--- src/wdt_pkg.sv ---
package wdt_pkg;

   // Register byte offsets.
   localparam logic [7:0] CTRL_OFFSET = 8'h00;
   localparam logic [7:0] FLAGS_OFFSET = 8'h04;
   localparam logic [7:0] STATUS_OFFSET = 8'h08;
   localparam logic [7:0] CLKSEL_OFFSET = 8'h0c;
   localparam logic [7:0] WAKE_EN_OFFSET = 8'h10;

   // Control register layout and values.
   localparam logic [7:0] CTRL_RESET = 8'h53;
   localparam int unsigned KEY_LSB = 3;
   localparam int unsigned KEY_W = 5;
   localparam int unsigned SEL_W = 3;
   localparam logic [4:0] KEY_DISABLE = 5'h15;
   localparam logic [4:0] KEY_ENABLE = 5'h0a;

   // Reset cause flag bits.
   localparam int unsigned FLAG_KEY_FAULT = 0;
   localparam int unsigned FLAGS_W = 4;
   localparam int unsigned EXT_FLAGS_W = 3;

   // Status register bits.
   localparam int unsigned STAT_TIMEOUT = 0;
   localparam int unsigned STAT_POWER_DOWN = 1;
   localparam int unsigned STAT_ASLEEP = 2;

   // Counter and key fault timing.
   localparam int unsigned CNT_W = 18;
   localparam logic [1:0] KEY_FAULT_EDGES = 2'h2;

   // Bus answers.
   localparam logic [1:0] RESP_OKAY = 2'h0;
   localparam logic [1:0] RESP_SLVERR = 2'h2;

   typedef struct packed {
      logic full_reset;
      logic pc_sp_reset;
      logic pc_clear;
      logic wake;
      logic resume_next;
      logic int_vector;
   } core_event_type;

   function automatic logic [4:0] period_exp(input logic [2:0] sel);
      case (sel)
         3'h0: period_exp = 5'h08;
         3'h1: period_exp = 5'h0a;
         3'h2: period_exp = 5'h0c;
         3'h3: period_exp = 5'h0e;
         3'h4: period_exp = 5'h0f;
         3'h5: period_exp = 5'h10;
         3'h6: period_exp = 5'h11;
         default: period_exp = 5'h12;
      endcase
   endfunction

endpackage
--- src/watchdog_and_wakeup_control.sv ---
`timescale 1ns/100ps
module watchdog_and_wakeup_control
   import wdt_pkg::*;
#(
   parameter int unsigned PORTA_W = 8,
   parameter int unsigned INT_W = 8
) (
   // Clock and reset.
   input wire logic aclk,
   input wire logic aresetn,
   // AXI4-Lite write channels.
   input wire logic [31:0] s_axi_awaddr,
   input wire logic s_axi_awvalid,
   output logic s_axi_awready,
   input wire logic [31:0] s_axi_wdata,
   input wire logic [3:0] s_axi_wstrb,
   input wire logic s_axi_wvalid,
   output logic s_axi_wready,
   output logic [1:0] s_axi_bresp,
   output logic s_axi_bvalid,
   input wire logic s_axi_bready,
   // AXI4-Lite read channels.
   input wire logic [31:0] s_axi_araddr,
   input wire logic s_axi_arvalid,
   output logic s_axi_arready,
   output logic [31:0] s_axi_rdata,
   output logic [1:0] s_axi_rresp,
   output logic s_axi_rvalid,
   input wire logic s_axi_rready,
   // Low-speed oscillators and pins.
   input wire logic external_low_crystal,
   input wire logic internal_low_rc_osc,
   input wire logic ext_reset_n,
   input wire logic usb_reset,
   input wire logic [PORTA_W-1:0] porta_in,
   // Processor core.
   input wire logic halt_exec,
   input wire logic watchdog_clear_instruction,
   input wire logic [INT_W-1:0] int_pending,
   input wire logic [INT_W-1:0] int_enable,
   input wire logic stack_full,
   input wire logic [EXT_FLAGS_W-1:0] other_fault_set,
   // Events to the core.
   output core_event_type core_event,
   output logic in_sleep
);
   import wdt_pkg::*;

   localparam int unsigned PIN_W = PORTA_W + 4;

   logic [PIN_W-1:0] pin_s1_q;
   logic [PIN_W-1:0] pin_s2_q;
   logic [PIN_W-1:0] pin_s3_q;
   logic lxt_rise;
   logic internal_low_rc_osc_rise;
   logic ext_rst_act;
   logic usb_rst_act;
   logic [PORTA_W-1:0] pa_now;
   logic [PORTA_W-1:0] pa_prev;

   logic [7:0] ctrl_q;
   logic [FLAGS_W-1:0] flags_q;
   logic sub_clock_select_q;
   logic [PORTA_W-1:0] porta_wake_enable_q;
   logic timeout_q;
   logic power_down_q;
   logic asleep_q;
   logic [INT_W-1:0] int_mask_q;
   logic [CNT_W-1:0] cnt_q;
   logic [1:0] fault_cnt_q;

   logic [KEY_W-1:0] key;
   logic enabled;
   logic key_bad;
   logic key_fault;
   logic wdt_tick;
   logic [CNT_W-1:0] term;
   logic overflow;
   logic wdt_clear;
   logic [INT_W-1:0] int_new;
   logic int_wake;
   logic vec_ok;
   logic porta_wake;
   logic pin_reset_wake;
   logic any_wake;
   core_event_type event_d;

   logic [7:0] awaddr_q;
   logic aw_full_q;
   logic [31:0] wdata_q;
   logic [3:0] wstrb_q;
   logic w_full_q;
   logic wr_go;
   logic wr_lane0;
   logic [31:0] rdata_d;
   logic rd_hit;

   // Every pin passes two flops; the third stage only feeds edge detection.
   always_ff @(posedge aclk) begin
      if (!aresetn) begin
         pin_s1_q <= '0;
         pin_s2_q <= '0;
         pin_s3_q <= '0;
      end else begin
         pin_s1_q <= {external_low_crystal, internal_low_rc_osc, ext_reset_n, usb_reset, porta_in};
         pin_s2_q <= pin_s1_q;
         pin_s3_q <= pin_s2_q;
      end
   end

   assign lxt_rise = pin_s2_q[PIN_W-1] && !pin_s3_q[PIN_W-1];
   assign internal_low_rc_osc_rise = pin_s2_q[PIN_W-2] && !pin_s3_q[PIN_W-2];
   assign ext_rst_act = !pin_s2_q[PIN_W-3] && pin_s3_q[PIN_W-3];
   assign usb_rst_act = pin_s2_q[PIN_W-4];
   assign pa_now = pin_s2_q[PORTA_W-1:0];
   assign pa_prev = pin_s3_q[PORTA_W-1:0];

   assign key = ctrl_q[KEY_LSB +: KEY_W];
   assign enabled = (key == KEY_ENABLE);
   assign key_bad = (key != KEY_ENABLE) && (key != KEY_DISABLE);
   assign wdt_tick = sub_clock_select_q ? lxt_rise : internal_low_rc_osc_rise;
   assign term = CNT_W'((19'h1 << period_exp(ctrl_q[SEL_W-1:0])) - 19'h1);
   assign overflow = enabled && wdt_tick && (cnt_q == term);
   assign wdt_clear = key_fault || watchdog_clear_instruction || halt_exec || overflow || !enabled;

   // A bad key must be seen across the RC edge count before it resets.
   always_ff @(posedge aclk) begin
      if (!aresetn) begin
         fault_cnt_q <= '0;
      end else if (!key_bad || key_fault) begin
         fault_cnt_q <= '0;
      end else if (internal_low_rc_osc_rise) begin
         fault_cnt_q <= fault_cnt_q + 2'h1;
      end
   end

   assign key_fault = key_bad && (fault_cnt_q == KEY_FAULT_EDGES);

   always_ff @(posedge aclk) begin
      if (!aresetn) begin
         cnt_q <= '0;
      end else if (wdt_clear) begin
         cnt_q <= '0;
      end else if (wdt_tick) begin
         cnt_q <= cnt_q + CNT_W'(1);
      end
   end

   // Wake-up source decoding while halted.
   assign int_new = int_pending & ~int_mask_q;
   assign int_wake = |int_new;
   assign vec_ok = (|(int_new & int_enable)) && !stack_full;
   assign porta_wake = |(pa_prev & ~pa_now & porta_wake_enable_q);
   assign pin_reset_wake = ext_rst_act || usb_rst_act;
   assign any_wake = pin_reset_wake || porta_wake || int_wake || overflow;

   always_comb begin
      event_d = '0;
      event_d.full_reset = key_fault || (overflow && !asleep_q) || (asleep_q && pin_reset_wake);
      event_d.pc_sp_reset = asleep_q && overflow && !event_d.full_reset;
      event_d.pc_clear = event_d.full_reset || event_d.pc_sp_reset;
      event_d.wake = asleep_q && any_wake;
      if (asleep_q && !event_d.full_reset && !overflow) begin
         if (int_wake && vec_ok) begin
            event_d.int_vector = 1'b1;
         end else if (int_wake || porta_wake) begin
            event_d.resume_next = 1'b1;
         end
      end
   end

   always_ff @(posedge aclk) begin
      if (!aresetn) begin
         core_event <= '0;
      end else begin
         core_event <= event_d;
      end
   end

   // Sleep state; the pending snapshot blocks stale requests from waking.
   always_ff @(posedge aclk) begin
      if (!aresetn) begin
         asleep_q <= 1'b0;
         int_mask_q <= '0;
      end else if (halt_exec) begin
         asleep_q <= 1'b1;
         int_mask_q <= int_pending;
      end else if (any_wake || key_fault) begin
         asleep_q <= 1'b0;
      end
   end

   always_ff @(posedge aclk) begin
      if (!aresetn) begin
         in_sleep <= 1'b0;
      end else begin
         in_sleep <= asleep_q;
      end
   end

   // Status flags: a setting event wins over a clearing one.
   always_ff @(posedge aclk) begin
      if (!aresetn) begin
         timeout_q <= 1'b0;
      end else if (overflow) begin
         timeout_q <= 1'b1;
      end else if (halt_exec) begin
         timeout_q <= 1'b0;
      end
   end

   always_ff @(posedge aclk) begin
      if (!aresetn) begin
         power_down_q <= 1'b0;
      end else if (halt_exec) begin
         power_down_q <= 1'b1;
      end else if (watchdog_clear_instruction) begin
         power_down_q <= 1'b0;
      end
   end

   // AXI4-Lite write address and data are taken in either order.
   always_ff @(posedge aclk) begin
      if (!aresetn) begin
         s_axi_awready <= 1'b1;
         aw_full_q <= 1'b0;
         awaddr_q <= '0;
      end else if (s_axi_awvalid && s_axi_awready) begin
         s_axi_awready <= 1'b0;
         aw_full_q <= 1'b1;
         awaddr_q <= s_axi_awaddr[7:0];
      end else if (s_axi_bvalid && s_axi_bready) begin
         s_axi_awready <= 1'b1;
         aw_full_q <= 1'b0;
      end
   end

   always_ff @(posedge aclk) begin
      if (!aresetn) begin
         s_axi_wready <= 1'b1;
         w_full_q <= 1'b0;
         wdata_q <= '0;
         wstrb_q <= '0;
      end else if (s_axi_wvalid && s_axi_wready) begin
         s_axi_wready <= 1'b0;
         w_full_q <= 1'b1;
         wdata_q <= s_axi_wdata;
         wstrb_q <= s_axi_wstrb;
      end else if (s_axi_bvalid && s_axi_bready) begin
         s_axi_wready <= 1'b1;
         w_full_q <= 1'b0;
      end
   end

   assign wr_go = aw_full_q && w_full_q && !s_axi_bvalid;
   assign wr_lane0 = wr_go && wstrb_q[0];

   always_ff @(posedge aclk) begin
      if (!aresetn) begin
         s_axi_bvalid <= 1'b0;
         s_axi_bresp <= RESP_OKAY;
      end else if (wr_go) begin
         s_axi_bvalid <= 1'b1;
         case (awaddr_q)
            CTRL_OFFSET, FLAGS_OFFSET, STATUS_OFFSET, CLKSEL_OFFSET, WAKE_EN_OFFSET: begin
               s_axi_bresp <= RESP_OKAY;
            end
            default: begin
               s_axi_bresp <= RESP_SLVERR;
            end
         endcase
      end else if (s_axi_bready) begin
         s_axi_bvalid <= 1'b0;
      end
   end

   // Control register; a key fault reloads the power-on value.
   always_ff @(posedge aclk) begin
      if (!aresetn) begin
         ctrl_q <= CTRL_RESET;
      end else if (key_fault) begin
         ctrl_q <= CTRL_RESET;
      end else if (wr_lane0 && awaddr_q == CTRL_OFFSET) begin
         ctrl_q <= wdata_q[7:0];
      end
   end

   // Reset cause flags: writing 0 clears, writing 1 keeps, a set wins.
   always_ff @(posedge aclk) begin
      if (!aresetn) begin
         flags_q <= '0;
      end else begin
         flags_q <= ((wr_lane0 && awaddr_q == FLAGS_OFFSET) ? (flags_q & wdata_q[FLAGS_W-1:0]) : flags_q)
                    | {other_fault_set, key_fault};
      end
   end

   always_ff @(posedge aclk) begin
      if (!aresetn) begin
         sub_clock_select_q <= 1'b0;
         porta_wake_enable_q <= '0;
      end else if (wr_lane0) begin
         if (awaddr_q == CLKSEL_OFFSET) begin
            sub_clock_select_q <= wdata_q[0];
         end
         if (awaddr_q == WAKE_EN_OFFSET) begin
            porta_wake_enable_q <= wdata_q[PORTA_W-1:0];
         end
      end
   end

   // Read decode.
   always_comb begin
      rdata_d = '0;
      rd_hit = 1'b1;
      case (s_axi_araddr[7:0])
         CTRL_OFFSET: rdata_d = 32'(ctrl_q);
         FLAGS_OFFSET: rdata_d = 32'(flags_q);
         STATUS_OFFSET: begin
            rdata_d[STAT_TIMEOUT] = timeout_q;
            rdata_d[STAT_POWER_DOWN] = power_down_q;
            rdata_d[STAT_ASLEEP] = asleep_q;
         end
         CLKSEL_OFFSET: rdata_d = 32'(sub_clock_select_q);
         WAKE_EN_OFFSET: rdata_d = 32'(porta_wake_enable_q);
         default: rd_hit = 1'b0;
      endcase
   end

   always_ff @(posedge aclk) begin
      if (!aresetn) begin
         s_axi_arready <= 1'b1;
         s_axi_rvalid <= 1'b0;
         s_axi_rdata <= '0;
         s_axi_rresp <= RESP_OKAY;
      end else if (s_axi_arvalid && s_axi_arready) begin
         s_axi_arready <= 1'b0;
         s_axi_rvalid <= 1'b1;
         s_axi_rdata <= rdata_d;
         s_axi_rresp <= rd_hit ? RESP_OKAY : RESP_SLVERR;
      end else if (s_axi_rvalid && s_axi_rready) begin
         s_axi_rvalid <= 1'b0;
         s_axi_arready <= 1'b1;
      end
   end

endmodule

--- config.mk ---
export PLATFORM = sky130hd
export DESIGN_NAME = watchdog_and_wakeup_control
export DESIGN_NICKNAME = d
export VERILOG_FILES = /design/src/wdt_pkg.sv /design/src/watchdog_and_wakeup_control.sv
export SDC_FILE = /design/constraint.sdc
export NUM_CORES = 1
export LEC_CHECK = 0
export ABC_CLOCK_PERIOD_IN_PS = 5430
export BUFFER_PORTS_ARGS = -buffer_cell sky130_fd_sc_hd__buf_2
export CAP_MARGIN = 20
export CORE_ASPECT_RATIO = 1.2
export CORE_MARGIN = 5
export CORE_UTILIZATION = 54
export DETAILED_ROUTE_END_ITERATION = 6
export PLACE_DENSITY_LB_ADDON = 0.2
export SETUP_SLACK_MARGIN = 0.05
export SLEW_MARGIN = 20
export SYNTH_ARGS = -nofsm -noshare
export SYNTH_HDL_FRONTEND = slang
export SYNTH_SLANG_ARGS = --single-unit
--- constraint.sdc ---
create_clock -name aclk -period 5.43 [get_ports aclk]
set_clock_uncertainty 0.1 [all_clocks]
set_input_delay 0.2715 -clock aclk [delete_from_list [all_inputs] [get_ports aclk]]
set_output_delay 0.2715 -clock aclk [all_outputs]
set_load 0.02 [all_outputs]
# --- After elaboration in Yosys (flattened, before gate mapping) ---
# Index checks and enable logic that the tools add are counted.
op_classes:
  addsub: 3
  n_mul: 0
  div_mod_pow: 0
  order_cmp: 0
  n_eq_ne: 19
  shifts: 1
  mux: 28
  bitwise: 10
  reduce_logical: 72
ops:
  columns: ["cell", "n"]
  rows:
  - ["one-hot mux 5 bit (7 select lines)", 1]
  - ["bitwise AND 8 bit", 4]
  - ["== test 8 x 4 -> 1 bit (second input constant)", 4]
  - ["logical AND 1 bit", 26]
  - ["OR reduction 8 bit", 3]
  - ["two-way mux 1 bit", 22]
  - ["adder 18 x 1 -> 18 bit (second input constant)", 1]
  - ["== test 18 bit", 1]
  - ["<< shifter 1 x 5 -> 18 bit (first input constant)", 1]
  - ["subtractor 18 x 1 -> 18 bit (second input constant)", 1]
  - ["== test 8 x 3 -> 1 bit (second input constant)", 2]
  - ["== test 8 x 5 -> 1 bit (second input constant)", 2]
  - ["logical NOT 8 bit", 2]
  - ["inverter 8 bit", 2]
  - ["one-hot mux 3 bit (5 select lines)", 1]
  - ["one-hot mux 5 bit (3 select lines)", 1]
  - ["logical OR 1 bit", 14]
  - ["nonzero test 2 bit", 7]
  - ["logical NOT 1 bit", 10]
  - ["OR reduction 5 bit", 2]
  - ["== test 3 bit (second input constant)", 3]
  - ["== test 3 x 2 -> 1 bit (second input constant)", 2]
  - ["AND reduction 2 bit", 3]
  - ["OR reduction 2 bit", 3]
  - ["13 further kinds", 15]
totals:
  ff_bits: 155
  latch_bits: 0
  mem_bits_rw: 0
  romBits: 0
  input_bits: 141
  output_inout_bits: 48
  word_cells: 166
  mem_count: 0

# --- Depth between registers and ports, before layout ---
# Gate-level depths: netlist of the first run.
logic_depth:
  word_depth: 14
  depth_mapped: 7
  depth_no_buf: 5

# --- Worst setup path before layout of the first run ---
# No wires, ideal clock.
synth_timing:
  kind: "register -> register"
  startpoint: "register ctrl_q[1]"
  endpoint: "register cnt_q[11]"
  setup_time_ps: 115
  arrival_ps: 2058
  t_required_ps: 5215
  slack_ps: 3157
  stages_incl_launch_ff: 8
  n_path_buf: 2
  period_less_slack_ps: 2273
  cell_sequence: "dfxtp_1 buf_6 or4_4 a211oi_2 nand2_2 o41ai_4 buf_6 nor2_2"
synth_via:
  elab_chain_len: 9
  elab_cells_between_ends: 15
  classes_between: "add/sub: 1; eq/ne: 7; shift: 1; mux: 1; reduce/logical: 5"
synth_lines:
  columns: ["element", "line_no", "rtl"]
  rows:
  - ["start, declared", "watchdog_and_wakeup_control.sv:61", "logic [7:0] ctrl_q;"]
  - ["start signal, assigned", "watchdog_and_wakeup_control.sv:284", "ctrl_q <= wdata_q[7:0];"]
  - ["== test 3 bit (tied with other cells)", "wdt_pkg.sv:46", "case (sel)"]
  - ["one-hot mux 5 bit (7 select lines) (*)", "wdt_pkg.sv:46", null]
  - ["<< shifter 1 x 5 -> 18 bit (*)", "watchdog_and_wakeup_control.sv:122", "assign term = CNT_W'((19'h1 << period_exp(ctrl_q[SEL_W-1:0])) - 19'h1);"]
  - ["subtractor 18 x 1 -> 18 bit (*)", "watchdog_and_wakeup_control.sv:122", null]
  - ["== test 18 bit (*)", "watchdog_and_wakeup_control.sv:123", "assign overflow = enabled && wdt_tick && (cnt_q == term);"]
  - ["logical AND 1 bit (*)", "watchdog_and_wakeup_control.sv:123", null]
  - ["logical OR 1 bit (*) (2 in series)", "watchdog_and_wakeup_control.sv:124", "assign wdt_clear = key_fault || watchdog_clear_instruction || halt_exec || overflow || !enabled;"]
  - ["OR reduction 2 bit (no line) (*)", null, null]
  - ["end signal, assigned", "watchdog_and_wakeup_control.sv:145", "cnt_q <= cnt_q + CNT_W'(1);"]
  - ["end, declared", "watchdog_and_wakeup_control.sv:69", "logic [CNT_W-1:0] cnt_q;"]
# Mark *: on every way between the ends. The rest lies on a longest branch, timed or not.
# A chain may end at the register's enable or synchronous reset.

# --- Worst setup path after layout of the first run ---
layout_timing:
  startpoint: "register ctrl_q[2]"
  endpoint: "register core_event[2] (netlist name)"
layout_via:
  elab_chain_len: 8
  elab_cells_between_ends: 14
  classes_between: "add/sub: 1; eq/ne: 7; shift: 1; mux: 1; reduce/logical: 4"
layout_lines:
  columns: ["element", "line_no", "rtl"]
  rows:
  - ["== test 3 bit (tied with other cells)", "wdt_pkg.sv:46", null]
  - ["one-hot mux 5 bit (7 select lines) (*)", "wdt_pkg.sv:46", null]
  - ["<< shifter 1 x 5 -> 18 bit (*)", "watchdog_and_wakeup_control.sv:122", null]
  - ["subtractor 18 x 1 -> 18 bit (*)", "watchdog_and_wakeup_control.sv:122", null]
  - ["== test 18 bit (*)", "watchdog_and_wakeup_control.sv:123", null]
  - ["logical AND 1 bit (*)", "watchdog_and_wakeup_control.sv:123", null]
  - ["logical OR 1 bit (*)", "watchdog_and_wakeup_control.sv:155", "assign any_wake = pin_reset_wake || porta_wake || int_wake || overflow;"]
  - ["logical AND 1 bit (*)", "watchdog_and_wakeup_control.sv:162", "event_d.wake = asleep_q && any_wake;"]
  - ["end signal, assigned", "watchdog_and_wakeup_control.sv:176", "core_event <= event_d;"]
  - ["end, declared", "watchdog_and_wakeup_control.sv:44", "output core_event_type core_event,"]
# Marked as above.

==> results.md, run 1 <==
* Run status: completed
* Critical-path maximum fanout at 13
* Grt total ovfl at 0
* Area share of the largest cell type after synthesis at 47.42%
* CTS Buf Count at 17
* Startpoint Class: flip-flop
* Static Leak at 2.800 nW
* HP Start: s_axi_awaddr[1]
* Clk root buf: clkbuf_16
* Clock transition at the register clock pins on the worst setup and hold paths after CTS at 50 ps
* Count of TritonRoute iterations in the first routing pass at 4
* Skew-Pair Late Insertion Delay at 410 ps
* Proportion of synthesized flip-flops having asynchronous set or reset at 0%
* Worst path arrival time at 2700 ps
* Min Tclk post-route at 2479 ps
* Share of post-route cells with drive strength above 1 at 20.82%
* Number of max-slew violations in the final report at 0
* Port-buffer cells at 87
* Via count of the first global-routing pass at 4140
* Routed length on met1 at 4985 µm
* Register bit count reported by yosys at 128
* Initial Utilization at 54.53%
* Slew at the pin closest to its max-slew limit at 802.1 ps
* Metal2 WL at 6023 µm
* Number of cells traversed by the worst hold path at 3
* PnR Total Power at 0.002461 W
* Final cycle utilization of the critical path at 45.66%
* Iteration-0 DRC Markers at 154
* Antenna violations before repair at 0
* Count of hold buffers inserted by post-cts repair at 14
* Max IR drop VDD at 0.2138 mV
* Biggest area contributors in the synthesized netlist: dfxtp_1 47%, mux2i_1 4.8%, and2_1 4.5%, nand2_1 4.3%, nor2b_1 3.9%
* Crit path capture type: flip-flop
* Synth cell types at 62
* Gpl congestion at 0.8739
* Routed length per placed instance at 14.83 µm
* Req. time, crit path at 5650 ps
* Number of I/O pins at 189
* R2R cell count at 5
* Synthesized netlist cell count at 575
* Post-detailed-route DRC marker count at 0
* Worst Setup Path Type: reg -> reg
* Count of nets after finishing at 818
* Number of hold-slack violations in the final timing report at 0
* Buffer levels on the longest clock path at 2
* Highest routing layer actually used: met4
* Detail Route met3 WL at 748 µm
* Die Footprint at 0.01212 mm²
* Most frequently used cell type in the post-synthesis netlist: dfxtp_1
* Leading area contributor after synthesis: dfxtp_1
* Number of antenna diodes at 0
* Flop-to-flop setup slack at 2950 ps
* Path category of the worst min-delay check: in -> reg
* Die outline width at 101.3 µm
* Count of buffers added by post-CTS timing repair for setup at 0
* Worst slew margin relative to its limit at 46.53%
* Setup repair after global routing missed its margin: false
* Number of synthesized flops with an enable pin at 0
* Via density per instance at 5.208
* Overall global routing resource usage at 20.46%
* Total length of routed wires at 12050 µm
* Count of instances resized after the clock tree is built at 0
* Final antenna-violating net count at 0
* Final HPWL DP at 8546 µm
* CTS tree: built
* H-tree level count at 4
* Mean cell area of the mapped netlist at 9.398 µm²
* Flip-flop cell with the highest count after synthesis: dfxtp_1
* Reg-to-reg endpoint: core_event[2]
* Synth cell count leaders: 128 x dfxtp_1, 62 x nand2_1, 39 x and2_1
* Number of clock sinks at 128
* Core area at 0.009910 mm²
* Hold Path End: awaddr_q[1]
* Syn-to-layout area delta at 23.01%
* Global-route wire length before repair at 19580 µm
* Max-cap violations at 0
* Fmax at 403.4 MHz
* Pin count of the biggest net entering global routing at 102
* Power per Cell Area at 370.2 mW/mm²
* Std-Cell Rows at 40
* Post-synthesis sequential area ratio at 47.42%
* Die H at 119.6 µm
* Mapped cell area at 0.005404 mm²
* Number of warning messages in the yosys log at 0
* Routed vias at 4234
* Number of setup violations in the final report at 0
* Startpoint of the most critical register-to-register path: ctrl_q[2]
* TNS Setup at 0 ps
## routing by layer
metal | GRT usage, % | up-vias
li1 | - | 2138
met1 | 24.69 | 1950
met2 | 32.86 | 118
met3 | 6.744 | 28
met4 | 9.061 | 0
met5 | 0 | -
## worst max-delay path, cell delays in order, from the launching register on
cell	delay (ps)
dfxtp_1	440
or3_1	420
a2111oi_0	420
o32ai_1	290
or4_1	530
a31oi_1	200
## layout by cell type, fill, tap and decap left out, types with 16 or more instances in the layout
cell type and count:
buf_2 87, a21boi_0 19, nor2b_1 34, nor2_1 32, nand2_1 62, o21ai_0 16
and2_1 39, dfxtp_1 128, clkbuf_16 17, conb_1 26, mux2i_1 26
## final cells by class
cell class / instances / area, µm²
clock buffers: 23 / 498.0
clock inverters: 9 / 200.2
fillers: 812 / 3262
inverters: 8 / 30.03
multi-input cells: 416 / 2609
flip-flops and latches: 128 / 2562
well taps: 126 / 157.7
repair buffers: 103 / 590.6
## logic make-up (layout without fill, tap and decap cells)
| logic type | after synthesis | in the layout | synth area share (%) |
|---|---|---|---|
| simple gates | 248 | 248 | 25.10 |
| flops | 128 | 128 | 47.42 |
| compound gates | 90 | 90 | 11.90 |
| buf+inv | 56 | 143 | 6.136 |
| mux | 29 | 29 | 5.441 |
| xor+xnor | 20 | 20 | 3.242 |
| fa+ha+maj | 3 | 3 | 0.6947 |
| other cells | 1 | 26 | 0.06939 |
## metrics by stage
step	util [%]	worst slack, ps	cell area, µm²	std cells	hold WS, ps
final	67.08	2951	6648	813	14.56
after global placement	58.57	2976	5804	767	316.8
after CTS	67.03	2920	6643	813	2.196
after global routing	67.08	2752	6648	813	12.32
after detailed placement	58.57	2931	5804	767	317.9
after floorplan	-	3157	5498	600	298.8
## state kept, by name, indices dropped and copies added (netlist names), 2 cells and up
| signal | count |
|---|---|
| fault_cnt_q | 2 |
| flags_q | 4 |
| wdata_q | 8 |
| awaddr_q | 8 |
| pin_s2_q | 12 |
| core_event | 6 |
| pin_s3_q | 11 |
| s_axi_rdata | 8 |
| cnt_q | 18 |
| ctrl_q | 8 |
| pin_s1_q | 12 |
| porta_wake_enable_q | 8 |
| int_mask_q | 8 |
## power by group
group	internal, W	switching, W	leakage, nW
logic	0.0000643	0.0000877	1.42
clock network	0.000922	0.000393	0.336
registers	0.000973	0.0000208	1.05
total	0.00196	0.000502	2.80
## worst max path at each step
stage / start / endpoint / slack (ps)
after floorplan: ctrl_q[1] / cnt_q[11] / 3160
after CTS: ctrl_q[2] / core_event[2] / 2920
final: ctrl_q[2] / core_event[2] / 2950
after global routing: ctrl_q[2] / core_event[2] / 2750
after global placement: s_axi_araddr[1] / s_axi_rdata[5] / 2980
after detailed placement: ctrl_q[2] / core_event[2] / 2930
Power figures use the tool's default switching activity.
==> run 2: changes to the inputs <==
--- a/config.mk
+++ b/config.mk
@@ -5,12 +5,12 @@
 export SDC_FILE = /design/constraint.sdc
 export NUM_CORES = 1
 export LEC_CHECK = 0
-export ABC_CLOCK_PERIOD_IN_PS = 5430
+export ABC_CLOCK_PERIOD_IN_PS = 2500
 export BUFFER_PORTS_ARGS = -buffer_cell sky130_fd_sc_hd__buf_2
 export CAP_MARGIN = 20
 export CORE_ASPECT_RATIO = 1.2
 export CORE_MARGIN = 5
-export CORE_UTILIZATION = 54
+export CORE_UTILIZATION = 50
 export DETAILED_ROUTE_END_ITERATION = 6
 export PLACE_DENSITY_LB_ADDON = 0.2
 export SETUP_SLACK_MARGIN = 0.05
==> constraint.sdc (replaced) <==
create_clock -name aclk -period 2.5 [get_ports aclk]
set_clock_uncertainty 0.1 [all_clocks]
set_input_delay 0.125 -clock aclk [delete_from_list [all_inputs] [get_ports aclk]]
set_output_delay 0.125 -clock aclk [all_outputs]
set_load 0.02 [all_outputs]
==> results.md, run 2 (synthesis gave the netlist of run 1 again) <==
* Run status: completed
* Gpl congestion at 0.8489 (-2.9%)
* Count of nets after finishing at 857 (+4.8%)
* Port-buffer cells at 87 (unchanged)
* Count of TritonRoute iterations in the first routing pass at 5 (+1)
* Clk root buf: clkbuf_16
* Via count of the first global-routing pass at 4398 (+6.2%)
* CTS Buf Count at 17 (unchanged)
* Routed length per placed instance at 14.66 µm (-1.1%)
* Die outline width at 104.9 µm (+3.5%)
* Final cycle utilization of the critical path at 93.97% (+48 points)
* Count of buffers added by post-CTS timing repair for setup at 0 (unchanged)
* Req. time, crit path at 2730 ps (-2920 ps)
* Static Leak at 2.947 nW (+5.2%)
* Pin count of the biggest net entering global routing at 37 (-64%)
* Number of I/O pins at 189 (unchanged)
* Path category of the worst min-delay check: in -> reg
* Core area at 0.01057 mm² (+6.6%)
* Clock transition at the register clock pins on the worst setup and hold paths after CTS at 50 ps (about the same)
* Final antenna-violating net count at 0 (unchanged)
* Skew-Pair Late Insertion Delay at 410 ps (about the same)
* Worst slew margin relative to its limit at 50.26% (+3.7 points)
* Number of hold-slack violations in the final timing report at 0 (unchanged)
* Hold Slack at 30.21 ps (+15.66 ps)
* Worst path arrival time at 2580 ps (-120 ps)
* Stage delay of the slowest cell on the critical path at 540 ps (about the same)
* Std-Cell Rows at 41 (+2.5%)
* Most common cell after layout, fill and taps aside: dfxtp_1
* Worst Setup Path Type: reg -> reg
* Setup repair after global routing missed its margin: false
* Die H at 123.9 µm (+3.6%)
* Startpoint Class: flip-flop
* Final HPWL DP at 8890 µm (+4.0%)
* Crit path top cell by count: or4_1
* Antenna violations before repair at 0 (unchanged)
* Crit path capture type: flip-flop
* Iteration-0 DRC Markers at 163 (+5.8%)
* Fmax at 425.6 MHz (+5.5%)
* Global-route wire length before repair at 20310 µm (+3.7%)
* Post-detailed-route DRC marker count at 0 (unchanged)
* Top Registers: cnt_q: 18 flops, pin_s1_q: 12 flops, pin_s2_q: 12 flops
* Top register by number of flip-flops: cnt_q
* Count of filler cells inserted in the layout at 865 (+6.5%)
* CTS tree: built
* Master of the slowest instance on the critical path: or4_1
* Total length of routed wires at 12540 µm (+4.0%)
* Initial Utilization at 51.14% (-3.4 points)
* Buffer levels on the longest clock path at 2 (unchanged)
* Number of setup violations in the final report at 0 (unchanged)
* Flip-flop count of the largest register, all copies and words added at 18 (unchanged)
* Highest-count cells in the layout ignoring fill and taps: 128 x dfxtp_1, 87 x buf_2, 62 x nand2_1, 44 x dlygate4sd3_1, 39 x and2_1
* H-tree level count at 4 (unchanged)
* Slew at the pin closest to its max-slew limit at 742.8 ps (-59.26 ps)
* Syn-to-layout area delta at 28.99%
* Worst setup slack before clock tree synthesis at 142.3 ps (-2789 ps)
* Critical-path maximum fanout at 9 (-4)
* Crit path cell chain: buf_4, or4_1, a21oi_1, o32ai_2, or4_1, a31oi_2
* Max-cap violations at 0 (unchanged)
* Min Tclk post-route at 2349 ps (-129.8 ps)
* Routed vias at 4438 (+4.8%)
* Share of post-route cells with drive strength above 1 at 21.07% (+0.26 points)
* Die Footprint at 0.01300 mm² (+7.3%)
* Number of clock sinks at 128 (unchanged)
* Grt total ovfl at 0 (unchanged)
* TNS Setup at 0 ps (unchanged)
* Post-layout worst setup margin at 150.6 ps (-2800 ps)
* Via density per instance at 5.191 (-0.33%)
* Power per Cell Area at 727.7 mW/mm² (+97%)
* Number of antenna diodes at 0 (unchanged)
* Overall global routing resource usage at 19.74% (-0.72 points)
* Max IR drop VDD at 0.4696 mV (+120%)
* Number of max-slew violations in the final report at 0 (unchanged)
run 2: area by class of cell:
cell class	instances	area (µm²)	area share, %
Multi-Input combinational cell	416	2619	37.57
Sequential cell	128	2562	36.76
Timing Repair Buffer	142	970.9	13.93
Clock buffer	23	498.0	7.144
Tap cell	129	161.4	2.316
Clock inverter	9	128.9	1.849
Inverter	8	30.03	0.4308
run 2: per-layer routing:
layer | vias to the layer above | track usage [%] | wire length [µm]
met2 | 118 | 33.43 | 6254
li1 | 2215 | - | -
met5 | - | 0 | 0
met1 | 2082 | 22.26 | 5297
met4 | 0 | 10.31 | 283
met3 | 23 | 6.428 | 703
run 2: metrics by stage:
step	area [µm²]	power, W	std cells	utilization (%)
after CTS	6955	0.005110	855	65.82
after global routing	6970	0.005253	855	65.96
final	6970	0.005072	855	65.96
after global placement	5888	0.002502	779	55.72
after floorplan	5498	0.002425	600	-
after detailed placement	5888	0.002513	779	55.72
run 2: worst paths after layout:
path	slack (ps)	start	to	cells past startpoint
setup reg to reg	150	ctrl_q[2]	core_event[2]	6
setup / recovery	150	ctrl_q[2]	core_event[2]	6
hold reg to reg	330	pin_s1_q[11]	pin_s2_q[11]	1
hold / removal	30	halt_exec	asleep_q	3
run 2: power by group:
part           switching, W  internal [W]
clock network      0.000849       0.00170
registers         0.0000420       0.00211
logic              0.000199      0.000173
run 2: repair_timing:
item                       in CTS  in global routing
setup endpoints to repair       0                  3
hold endpoints to repair       47                  0
hold buffers                   44                  0
gates resized for setup         0                  3
run 2: worst max-delay path: cells and delay by family (launching register included):
kind / cells / cell delay (ps)
buffers and inverters: 1 / 190
flip-flops: 1 / 400
AO/OA/AOI/OAI: 3 / 510
AND/OR/NAND/NOR: 2 / 1050
==> run 3: changes to the inputs <==
--- a/config.mk
+++ b/config.mk
@@ -5,12 +5,12 @@
 export SDC_FILE = /design/constraint.sdc
 export NUM_CORES = 1
 export LEC_CHECK = 0
+export ABC_AREA = 1
 export ABC_CLOCK_PERIOD_IN_PS = 2500
 export BUFFER_PORTS_ARGS = -buffer_cell sky130_fd_sc_hd__buf_2
 export CAP_MARGIN = 20
 export CORE_ASPECT_RATIO = 1.2
-export CORE_MARGIN = 5
-export CORE_UTILIZATION = 50
+export CORE_UTILIZATION = 51
 export DETAILED_ROUTE_END_ITERATION = 6
 export PLACE_DENSITY_LB_ADDON = 0.2
 export SETUP_SLACK_MARGIN = 0.05
==> results.md, run 3 <==
* Iteration-0 DRC Markers at 228 (+40%)
* Top Registers: cnt_q: 18 flops, pin_s1_q: 12 flops, pin_s2_q: 12 flops
* Number of warning messages in the yosys log at 0 (unchanged)
* Portion of netlist area occupied by mux cells at 0% (-5.4 points)
* Power per Cell Area at 699.9 mW/mm² (-3.8%)
* Core area at 0.01067 mm² (+0.97%)
* Clk root buf: clkbuf_16
* Skew-Pair Late Insertion Delay at 410 ps (about the same)
* Via count of the first global-routing pass at 5076 (+15%)
* Biggest area contributors in the synthesized netlist: dfxtp_1 45%, nand2_1 11%, inv_1 8.2%, a21oi_1 5.4%, nand3_1 4.9%
* Slew at the pin closest to its max-slew limit at 576.5 ps (-166.3 ps)
* Number of setup violations in the final report at 0 (unchanged)
* Flip-flop cell with the highest count after synthesis: dfxtp_1
* Global-route wire length before repair at 21530 µm (+6.0%)
* Placed Cells incl. Taps at 975 (+25%)
* Die H at 117.3 µm (-5.3%)
* Min Tclk post-route at 1980 ps (-369.2 ps)
* Die outline width at 98.09 µm (-6.5%)
* Area share of the largest cell type after synthesis at 45.35% (-2.1 points)
* Crit path cell chain: inv_1, nand3_1, nor2_1, nand4_1, o21ai_0, a21oi_1
* Pin count of the biggest net entering global routing at 54 (+46%)
* Gpl congestion at 0.9198 (+8.4%)
* Startpoint Class: flip-flop
* Fraction of the mapped netlist area in adder cells at 0.6643% (-0.030 points)
* Failing checks: DRC
* Clock transition at the register clock pins on the worst setup and hold paths after CTS at 60 ps (about the same)
* Path category of the worst min-delay check: in -> reg
* Mapped cell area at 0.005650 mm² (+4.6%)
* Hold Slack at 59.29 ps (+29.08 ps)
* Grt total ovfl at 0 (unchanged)
* CTS tree: built
* Antenna violations before repair at 0 (unchanged)
* Synthesized-area fraction occupied by xor and xnor cells at 0.3100% (-2.9 points)
* Req. time, crit path at 2670 ps (-60 ps)
* Mean cell area of the mapped netlist at 7.263 µm² (-23%)
* Number of clock sinks at 128 (unchanged)
* PnR Total Power at 0.004968 W (-2.1%)
* Via density per instance at 4.953 (-4.6%)
* Number of synthesized flops with an enable pin at 0 (unchanged)
* Proportion of synthesized flip-flops having asynchronous set or reset at 0% (unchanged)
* Synthesized netlist cell count at 778 (+35%)
* Syn-to-layout area delta at 25.62%
* Most common cell after layout, fill and taps aside: nand2_1
* Buffer levels on the longest clock path at 2 (unchanged)
* Number of I/O pins at 189 (unchanged)
* Die Footprint at 0.01151 mm² (-11%)
* Share of post-route cells with drive strength above 1 at 17.03% (-4.0 points)
* Most frequently used cell type in the post-synthesis netlist: nand2_1
* Leading area contributor after synthesis: dfxtp_1
* Share of synthesized cell area in and, or, nand and nor gates at 27.15% (+2.0 points)
* Worst Setup Path Type: reg -> reg
* Post-synthesis sequential area ratio at 45.35% (-2.1 points)
* Synth cell count leaders: 159 x nand2_1, 128 x dfxtp_1, 123 x inv_1
* Final HPWL DP at 9278 µm (+4.4%)
* Critical-path maximum fanout at 16 (+7)
* Routed length per placed instance at 12.38 µm (-16%)
* H-tree level count at 4 (unchanged)
* Post-detailed-route DRC marker count at 8 (+8)
* Stage delay of the slowest cell on the critical path at 520 ps (-20 ps)
* Final cell count without fillers at 1051 (+23%)
* Count of TritonRoute iterations in the first routing pass at 7 (+2)
* Run status: finished, violations left
* Top register by number of flip-flops: cnt_q
* Highest-count cells in the layout ignoring fill and taps: 159 x nand2_1, 128 x dfxtp_1, 123 x inv_1, 87 x buf_2, 70 x nor2_1
* Setup repair after global routing missed its margin: false
* Overall global routing resource usage at 23.41% (+3.7 points)
* Port-buffer cells at 87 (unchanged)
* CTS Buf Count at 17 (unchanged)
* Number of max-slew violations in the final report at 0 (unchanged)
* TNS Setup at 0 ps (unchanged)
* Final antenna-violating net count at 0 (unchanged)
* Post-synthesis compound-gate area fraction at 12.60% (+0.70 points)
* Total length of routed wires at 13010 µm (+3.8%)
* Fmax at 505.0 MHz (+19%)
* Initial Utilization at 52.95% (+1.8 points)
* Routed vias at 5206 (+17%)
* Combinational family with the most area after synthesis: simple AND/OR/NAND/NOR gates
* Max-cap violations at 0 (unchanged)
* Final cycle utilization of the critical path at 79.21% (-15 points)
* Static Leak at 3.436 nW (+17%)
* Count of nets after finishing at 1053 (+23%)
* Final Util at 66.52% (+0.56 points)
* Flip-flop count of the largest register, all copies and words added at 18 (unchanged)
* Worst path arrival time at 2150 ps (-430 ps)
* Max IR drop VDD at 0.5511 mV (+17%)
* Std-Cell Rows at 41 (unchanged)
* Number of antenna diodes at 0 (unchanged)
* Crit path capture type: flip-flop
* Master of the slowest instance on the critical path: nand4_1
* Register bit count reported by yosys at 128 (unchanged)
* Count of buffers added by post-CTS timing repair for setup at 0 (unchanged)
* Worst slew margin relative to its limit at 61.45% (+11 points)
* Synth cell types at 40 (-35%)
* Number of hold-slack violations in the final timing report at 0 (unchanged)
[run 3: cells by family after synthesis]
group,count (synthesis)
AO/OA/AOI/OAI,133
XOR/XNOR,2
buffers and inverters,174
AND/OR/NAND/NOR,337
adder cells (fa/ha/maj),3
other,1
flip-flops,128
[run 3: area by class of cell]
class	instances	area [µm²]
Clock buffer	20	466.7
Clock inverter	12	122.6
Fill cell	875	3572
Inverter	128	483.0
Multi-Input combinational cell	501	2399
Sequential cell	128	2562
Tap cell	129	161.4
Timing Repair Buffer	133	903.4
[run 3: timing repair]
item                      CTS  global route
hold endpoints to repair   47             0
gates resized for setup     0             0
hold buffers               44             0
[run 3: per-stage QoR]
stage	cell area [µm²]	setup slack [ps]
detailed placement	6068	623.6
CTS	7098	580.6
global route	7098	401.7
floorplan	5744	991.8
global placement	6068	649.1
finish	7098	519.8
[run 3: final timing paths]
check	startpoint	to	slack, ps	depth (start not counted)
setup / recovery	s_axi_bvalid	ctrl_q[2]	520	6
hold / removal	s_axi_araddr[3]	s_axi_rdata[0]	60	5
hold reg to reg	pin_s1_q[1]	pin_s2_q[1]	310	2
setup reg to reg	s_axi_bvalid	ctrl_q[2]	520	6
[run 3: report_power, final]
part           total [W]  switching, W  internal [W]
logic           0.000411      0.000247      0.000164
clock network    0.00240      0.000934       0.00147
registers        0.00216     0.0000382       0.00212
[run 3: worst max-delay path, delay by kind of cell, from the launching register on]
family | cells | cell delay, ps
DFF | 1 | 340
and+or+nand+nor | 3 | 840
AOI/OAI and AO/OA | 2 | 510
buffers and inverters | 1 | 60
[run 3: layer usage]
metal / vias to the layer above / GRT usage (%) / share of wire [%]
li1: 2674 / - / -
met1: 2352 / 24.59 / 40
met2: 141 / 42.69 / 52
met3: 39 / 5.662 / 4.2
met4: 0 / 12.03 / 3.5
met5: - / 0 / 0
